===== config.mk =====
export PLATFORM = sky130hd
export DESIGN_NAME = dac_serial_port
export DESIGN_NICKNAME = d
export VERILOG_FILES = /design/src/shared/dac_port_pkg.sv /design/src/verilog/dac_serial_port.sv
export SDC_FILE = /design/constraint.sdc
export NUM_CORES = 1
export LEC_CHECK = 0
export BUFFER_PORTS_ARGS = -buffer_cell sky130_fd_sc_hd__buf_4
export CORE_UTILIZATION = 60
export CTS_BUF_LIST = sky130_fd_sc_hd__clkbuf_4 sky130_fd_sc_hd__clkbuf_8 sky130_fd_sc_hd__clkbuf_16
export CTS_CLUSTER_DIAMETER = 200
export DETAILED_ROUTE_END_ITERATION = 12
export PLACE_DENSITY = 0.75
export SYNTH_ARGS = -nofsm -noshare
export SYNTH_HDL_FRONTEND = slang
export SYNTH_SLANG_ARGS = --single-unit

===== constraint.sdc =====
create_clock -name SYS_CLK -period 3.9 [get_ports SYS_CLK]
set_input_delay 0.39 -clock SYS_CLK [delete_from_list [all_inputs] [get_ports SYS_CLK]]
set_output_delay 0.39 -clock SYS_CLK [all_outputs]
set_load 0.01 [all_outputs]

===== src/shared/dac_port_pkg.sv =====
// Constants, carrier types and state record of the converter serial port
// Overview of operation
// - Load-and-update command updates the addressed output whatever the strobe level
// - Standalone frames stop after one sixteen-bit word; chained frames keep shifting in
// - Data is sampled on falling serial clock edges unless a command selects rising
// - Frame-timed update happens on the frame sync rising edge closing the word
// - While framed, shift register contents leave on data out at edges opposite to sampling
// - Each word is four command bits followed by twelve data bits
// - With strobe low, output updates at sixteenth edge or at frame end chained
// - In standalone mode a frame sync edge mid-word aborts that write
package dac_port_pkg;

	localparam int        WORD_W     = 16;
	localparam int        CODE_W     = 12;
	localparam logic [4:0] WORD_BITS = 5'h10;
	localparam logic [4:0] LAST_BIT  = 5'h0f;
	localparam logic [4:0] CNT_RST   = 5'h00;
	localparam logic [1:0] FILL_FULL = 2'h2;

	// Command codes in the top four bits of a word
	localparam logic [3:0] CMD_NOP       = 4'h0;
	localparam logic [3:0] CMD_LDUPD_A   = 4'h1;
	localparam logic [3:0] CMD_LDIN_A    = 4'h3;
	localparam logic [3:0] CMD_LDUPD_B   = 4'h4;
	localparam logic [3:0] CMD_LDIN_B    = 4'h6;
	localparam logic [3:0] CMD_UPD_AB    = 4'h7;
	localparam logic [3:0] CMD_LDIN_AB   = 4'h8;
	localparam logic [3:0] CMD_CHAIN_OFF = 4'h9;
	localparam logic [3:0] CMD_RISE_EDGE = 4'ha;
	localparam logic [3:0] CMD_CLR_ZERO  = 4'hb;
	localparam logic [3:0] CMD_CLR_MID   = 4'hc;

	localparam logic [11:0] CODE_ZERO = 12'h000;
	localparam logic [11:0] CODE_MID  = 12'h800;

	// Values after reset
	localparam logic CHAIN_RST = 1'b1;
	localparam logic RISE_RST  = 1'b0;

	typedef struct packed {
		logic [3:0]  cmd;
		logic [11:0] code;
	} word_t;

	typedef struct packed {
		logic [1:0]      sclk_s;
		logic [1:0]      din_s;
		logic [1:0]      sync_s;
		logic [1:0]      strobe_s;
		logic            sclk_d;
		logic            sync_d;
		logic            strobe_d;
		logic [15:0]     shift;
		logic [4:0]      count;
		logic            chain;
		logic            rising;
		logic            data_out;
		word_t [1:0]     slot;
		logic            wr_ptr;
		logic            rd_ptr;
		logic [1:0]      fill;
		logic [11:0]     in_a;
		logic [11:0]     in_b;
		logic [11:0]     dac_a;
		logic [11:0]     dac_b;
		logic            overrun;
	} state_t;

endpackage : dac_port_pkg


===== src/verilog/dac_serial_port.sv =====
// Serial write port of a dual converter, oversampled by the system clock
`timescale 1ns/10ps
module dac_serial_port (
	input  wire logic         SYS_CLK,
	input  wire logic         RST,
	input  wire logic         SCLK,
	input  wire logic         DIN,
	input  wire logic         SYNC_N,
	input  wire logic         LOAD_STROBE_N,
	input  wire logic         APPLY_READY,
	output logic              SERIAL_DATA_OUT,
	output logic [11:0]       DAC_A_CODE,
	output logic [11:0]       DAC_B_CODE,
	output logic              CHAIN_MODE,
	output logic              RISING_MODE,
	output logic              OVERRUN
);

	dac_port_pkg::state_t s;
	dac_port_pkg::state_t next_s;
	dac_port_pkg::word_t  head;
	logic                 sclk_rise;
	logic                 sclk_fall;
	logic                 active_edge;
	logic                 other_edge;
	logic                 sync_low;
	logic                 sync_fall;
	logic                 sync_rise;
	logic                 strobe_low;
	logic                 strobe_fall;
	logic                 pop;

	// Edge finders read second synchroniser stages and their delayed copies
	assign sclk_rise   = s.sclk_s[1] & ~s.sclk_d;
	assign sclk_fall   = ~s.sclk_s[1] & s.sclk_d;
	assign active_edge = s.rising ? sclk_rise : sclk_fall;
	assign other_edge  = s.rising ? sclk_fall : sclk_rise;
	assign sync_low    = ~s.sync_s[1];
	assign sync_fall   = ~s.sync_s[1] & s.sync_d;
	assign sync_rise   = s.sync_s[1] & ~s.sync_d;
	assign strobe_low  = ~s.strobe_s[1];
	assign strobe_fall = ~s.strobe_s[1] & s.strobe_d;
	assign head        = s.slot[s.rd_ptr];
	// Drain stalls while the output side is busy
	assign pop         = (s.fill != 2'h0) & APPLY_READY;

	// Next-state logic for the whole port
	always_comb
	begin
		logic                push;
		logic                push_ok;
		dac_port_pkg::word_t push_word;
		next_s    = s;
		push      = 1'b0;
		push_ok   = 1'b0;
		push_word = s.shift;
		next_s.sclk_s  = {s.sclk_s[0], SCLK};
		next_s.din_s   = {s.din_s[0], DIN};
		next_s.sync_s  = {s.sync_s[0], SYNC_N};
		next_s.strobe_s = {s.strobe_s[0], LOAD_STROBE_N};
		next_s.sclk_d  = s.sclk_s[1];
		next_s.sync_d  = s.sync_s[1];
		next_s.strobe_d = s.strobe_s[1];
		next_s.overrun = 1'b0;

		// Frame start rearms the counter; mid-word it drops the word
		if (sync_fall)
			next_s.count = dac_port_pkg::CNT_RST;
		else if (sync_low && active_edge &&
			(s.chain || s.count != dac_port_pkg::WORD_BITS))
		begin
			next_s.shift = {s.shift[14:0], s.din_s[1]};
			if (s.count != dac_port_pkg::WORD_BITS)
				next_s.count = s.count + 5'h01;
			// Standalone word completes on the sixteenth edge
			if (!s.chain && s.count == dac_port_pkg::LAST_BIT)
			begin
				push      = 1'b1;
				push_word = {s.shift[14:0], s.din_s[1]};
			end
		end

		// Readback shifts on the edge opposite to sampling
		if (sync_low && other_edge)
			next_s.data_out = s.shift[15];

		// Chained word is taken when the frame closes
		if (sync_rise && s.chain && s.count == dac_port_pkg::WORD_BITS)
		begin
			push      = 1'b1;
			push_word = s.shift;
		end

		// Strobe falling edge copies input registers to outputs
		if (strobe_fall)
		begin
			next_s.dac_a = s.in_a;
			next_s.dac_b = s.in_b;
		end

		// Execute the oldest buffered word
		if (pop)
		begin
			next_s.rd_ptr = ~s.rd_ptr;
			case (head.cmd)
				dac_port_pkg::CMD_LDUPD_A:
				begin
					next_s.in_a  = head.code;
					next_s.dac_a = head.code;
				end
				dac_port_pkg::CMD_LDUPD_B:
				begin
					next_s.in_b  = head.code;
					next_s.dac_b = head.code;
				end
				dac_port_pkg::CMD_LDIN_A:
				begin
					next_s.in_a = head.code;
					if (strobe_low)
						next_s.dac_a = head.code;
				end
				dac_port_pkg::CMD_LDIN_B:
				begin
					next_s.in_b = head.code;
					if (strobe_low)
						next_s.dac_b = head.code;
				end
				dac_port_pkg::CMD_LDIN_AB:
				begin
					next_s.in_a = head.code;
					next_s.in_b = head.code;
					if (strobe_low)
					begin
						next_s.dac_a = head.code;
						next_s.dac_b = head.code;
					end
				end
				dac_port_pkg::CMD_UPD_AB:
				begin
					next_s.dac_a = s.in_a;
					next_s.dac_b = s.in_b;
				end
				dac_port_pkg::CMD_CHAIN_OFF: next_s.chain  = 1'b0;
				dac_port_pkg::CMD_RISE_EDGE: next_s.rising = 1'b1;
				dac_port_pkg::CMD_CLR_ZERO:
				begin
					next_s.in_a  = dac_port_pkg::CODE_ZERO;
					next_s.in_b  = dac_port_pkg::CODE_ZERO;
					next_s.dac_a = dac_port_pkg::CODE_ZERO;
					next_s.dac_b = dac_port_pkg::CODE_ZERO;
				end
				dac_port_pkg::CMD_CLR_MID:
				begin
					next_s.in_a  = dac_port_pkg::CODE_MID;
					next_s.in_b  = dac_port_pkg::CODE_MID;
					next_s.dac_a = dac_port_pkg::CODE_MID;
					next_s.dac_b = dac_port_pkg::CODE_MID;
				end
				default: ;
			endcase
		end

		// Host cannot be stalled, so a full buffer flags the lost word
		push_ok = push && (s.fill != dac_port_pkg::FILL_FULL);
		if (push && !push_ok)
			next_s.overrun = 1'b1;
		if (push_ok)
		begin
			next_s.slot[s.wr_ptr] = push_word;
			next_s.wr_ptr         = ~s.wr_ptr;
		end
		next_s.fill = s.fill + {1'b0, push_ok} - {1'b0, pop};
	end

	// State register
	always_ff @(posedge SYS_CLK or posedge RST)
	begin
		if (RST)
		begin
			s        <= '0;
			s.sclk_s <= 2'h0;
			s.sync_s <= 2'h3;
			s.strobe_s <= 2'h3;
			s.sync_d <= 1'b1;
			s.strobe_d <= 1'b1;
			s.chain  <= dac_port_pkg::CHAIN_RST;
			s.rising <= dac_port_pkg::RISE_RST;
		end
		else
			s <= next_s;
	end

	assign SERIAL_DATA_OUT = s.data_out;
	assign DAC_A_CODE      = s.dac_a;
	assign DAC_B_CODE      = s.dac_b;
	assign CHAIN_MODE      = s.chain;
	assign RISING_MODE     = s.rising;
	assign OVERRUN         = s.overrun;
endmodule : dac_serial_port


==> results.sh <==
export IMPL_clock_sinks=120
export IMPL_min_path_type="in2async"
export IMPL_htreeDepth=4
export IMPL_portBuffers=34
export IMPL_cp_start_kind="flip-flop"
export IMPL_synth_top_area_cell="dfrtp_1"
export IMPL_globalRoute_totalOverflow=0
export IMPL_cts_tree="built"
export IMPL_fin_ws_ns=1.13
export IMPL_synth_flop_cell="dfrtp_1"
export IMPL_postRouteAntennaNets=0
export IMPL_r2r_cells=11
export IMPL_critPathMaxStageDelay_ns=0.41
export IMPL_vias_per_cell=6.54
export IMPL_wl_um=14700
export IMPL_layout_drive_gt1_share=0.304
export IMPL_path_common_cell="ha_1"
export IMPL_clk_pin_slew_ns=0.06
export IMPL_seq_area_frac_synth=0.470
export IMPL_syn_num_nets=567
export IMPL_start_util=0.621
export IMPL_clk_latency_ns=0.52
export IMPL_crit_family="compound AO/OA/AOI/OAI gates"
export IMPL_critical_path_arrival_ns=3.21
export IMPL_worst_slew_pin_transition_ns=1.10
export IMPL_startpoint="s[88]"
export IMPL_drt_iter0_drc=319
export IMPL_period_share=0.710
export IMPL_crit_chain="inv_1 > ha_1 > and4bb_2 > a211oi_4 > nand3_4 > a21bo_2 > ha_1 > inv_1 > ha_1 > xnor2_1 > xnor2_1"
export IMPL_synth_edf_count=0
export IMPL_clock_root_buffer="clkbuf_8"
export IMPL_clk_path_buf_depth=2
export IMPL_max_freq_mhz=361
export IMPL_grt_pass1_wl_um=24100
export IMPL_p_switching_w=0.00246
export IMPL_netlist_area_leader_share=0.441
export IMPL_cts_setup_buffers=0
export IMPL_power_density_nw_per_um2=885
export IMPL_antenna_found_initial=0
export IMPL_grt_max_degree=63
export IMPL_cap_violations=0
export IMPL_cp_end_kind="flip-flop"
export IMPL_yosys_cell_types_count=50
export IMPL_netlist_instances=555
export IMPL_io_pins=35
export IMPL_vias=4655
export IMPL_drc=0
export IMPL_hold_violations=0
export IMPL_synth_area_per_cell_um2=11.6
export IMPL_fin_nets=575
export IMPL_worstPathMaxFanout=20
export IMPL_crit_buf_inv=2
export IMPL_report_final_slew_viol_count=0
export IMPL_min_period_ns=2.77
export IMPL_num_rows=37
export IMPL_r2r_end="s[50]"
export IMPL_critPathSlowestCell="a211oi_4"
export IMPL_wire_per_inst_um=20.7
export IMPL_area_delta_synth_final_pct=12.5
export IMPL_path_class="reg2reg"
export IMPL_rsz0062_at_grt="false"
export IMPL_finalSetupTns_ns=0
export IMPL_clkPwrFrac=0.240
export IMPL_finalSetupViolCount=0
export IMPL_status="finished, final reports clean"
export IMPL_finalClockSkew_ns=0.00896
export IMPL_place_hpwl_um=9460
export IMPL_ff2ff_setup_slack_ns=1.13
export IMPL_die_area_um2=11100
export IMPL_p_sw_frac=0.386
export IMPL_first_global_vias=4614
export IMPL_ir_worst_vdd_uv=545
export IMPL_core_area_um2=10300
export IMPL_track_usage=0.283
export IMPL_synth_warnings=0
export IMPL_synth_cell_area_um2=6410
export IMPL_cp_required_ns=4.34
export IMPL_finalWeightedCongestion=0.824
export IMPL_async_flop_share=1.00
export IMPL_num_fill_cells=758
export IMPL_p_comb_frac=0.433
export IMPL_die_height_um=105
export IMPL_synthTopCellsByArea="dfrtp_1 (44%), mux2_2 (14%), mux2i_1 (8.0%)"
export IMPL_seq_power_share=0.327
export IMPL_ctsResizeCount=0
export IMPL_max_slew_margin=0.264
export IMPL_synth_seq_cells=120
export IMPL_drtPass1Iterations=5
export IMPL_post_place_ws_ns=1.12
export IMPL_die_width_um=105
export IMPL_p_leak_nw=3.22
export IMPL_numCtsBuffers=17
export IMPL_r2r_start="s[88]"
export IMPL_antenna_cells=0
export IMPL_power_internal_w=0.00392
## flip-flops by register name (all words and copies together) (netlist names)
register,flops
DAC_A_CODE,12
s,85
next_s,7
DAC_B_CODE,12
SERIAL_DATA_OUT,1
OVERRUN,1
RISING_MODE,1
CHAIN_MODE,1
## repair_timing
item,4_1_cts,5_1_grt
hold buffers,4,0
setup endpoints to repair,0,0
endpoints found under the hold margin,4,0
## how the worst max path moves through the flow
stage	cells past startpoint	slack, ns	end
4_1_cts	11	1.13	s[50]
3_5_place_dp	11	1.12	s[50]
3_3_place_gp	11	1.25	s[50]
6_report	11	1.13	s[50]
5_1_grt	6	0.92	DAC_A_CODE[8]
2_1_floorplan	1	0.34	DAC_A_CODE[0]
## routing by layer
metal / track usage / vias up / routed length [um]
li1: - / 2094 / -
met1: 0.371 / 2389 / 6300
met2: 0.461 / 143 / 7460
met3: 0.0581 / 29 / 628
met4: 0.119 / 0 / 325
met5: 0 / - / 0
## cells in the mapped netlist, types with 2 or more instances
cell,number
mux2i_1,51
nand4_1,3
nand2b_1,2
nor2b_1,3
a22oi_1,12
nand3_1,5
xnor2_1,5
o22ai_1,18
a22o_1,11
buf_4,29
mux2_2,79
buf_1,3
a221oi_1,11
nand2_1,17
a21oi_1,30
o21ai_0,3
nor3_1,4
inv_1,11
dfrtp_1,113
and3b_1,2
a211oi_1,3
a21o_1,2
o32ai_1,12
a2bb2oi_1,32
buf_6,2
ha_1,5
nor2_1,30
buf_2,11
a31oi_1,2
dfstp_2,7
clkbuf_1,18
## placed cells by master (no fill, tap or decap), types with 3 or more instances in the layout
| master | netlist | final |
|---|---|---|
| mux2_2 | 79 | 79 |
| a22oi_1 | 12 | 12 |
| dfstp_2 | 7 | 7 |
| a211oi_1 | 3 | 3 |
| a22o_1 | 11 | 11 |
| o22ai_1 | 18 | 18 |
| nor2_1 | 30 | 30 |
| dfrtp_1 | 113 | 113 |
| inv_1 | 11 | 10 |
| clkbuf_8 | 0 | 4 |
| nor3_1 | 4 | 4 |
| clkbuf_4 | 0 | 5 |
| nand3_1 | 5 | 5 |
| a2bb2oi_1 | 32 | 32 |
| nand2_1 | 17 | 17 |
| xnor2_1 | 5 | 5 |
| clkbuf_16 | 0 | 16 |
| buf_4 | 29 | 47 |
| o32ai_1 | 12 | 12 |
| a221oi_1 | 11 | 11 |
| ha_1 | 5 | 5 |
| o21ai_0 | 3 | 3 |
| a21oi_1 | 30 | 30 |
| nand4_1 | 3 | 3 |
| dlygate4sd3_1 | 0 | 4 |
| mux2i_1 | 51 | 51 |
## stage by stage
stage	instances	total power (W)	hold WS, ns	instance area, um2	util
after detailed placement	676	0.00478	0.336	6590	0.638
after floorplan	555	0.00415	0.331	6410	-
after global routing	712	0.00672	0.0829	7210	0.699
after CTS	712	0.00636	0.0436	7210	0.699
final	712	0.00639	0.0243	7210	0.699
after global placement	676	0.00469	0.335	6590	0.638
## kinds of logic (layout without fill, tap and decap cells)
logic type                 Yosys count  count (layout)  synth area share
xor gates and xnor gates             6               6           0.00820
AOI/OAI and AO/OA                  145             145             0.171
and+or+nand+nor                     75              75            0.0584
muxes                              130             130             0.218
buffers and inverters               74              95            0.0648
DFF                                120             120             0.470
adders and majority gates            5               5           0.00976
## area by class of cell
class | count | area, um2 | area share
clock buffer | 25 | 493 | 0.0683
inverter | 11 | 43.8 | 0.00607
clock inverter | 7 | 95.1 | 0.0132
sequential | 120 | 3010 | 0.418
timing repair buffer | 52 | 413 | 0.0572
tap | 136 | 170 | 0.0236
multi-input combinational | 361 | 2990 | 0.414
## power groups by stage
stage	combinational, W	sequential [W]	clock, W
floorplan	0.00220	0.00195	0
global placement	0.00263	0.00206	0
detailed placement	0.00270	0.00209	0
CTS	0.00273	0.00208	0.00155
global route	0.00298	0.00214	0.00160
finish	0.00277	0.00209	0.00153
Power figures use the tool's default switching activity.
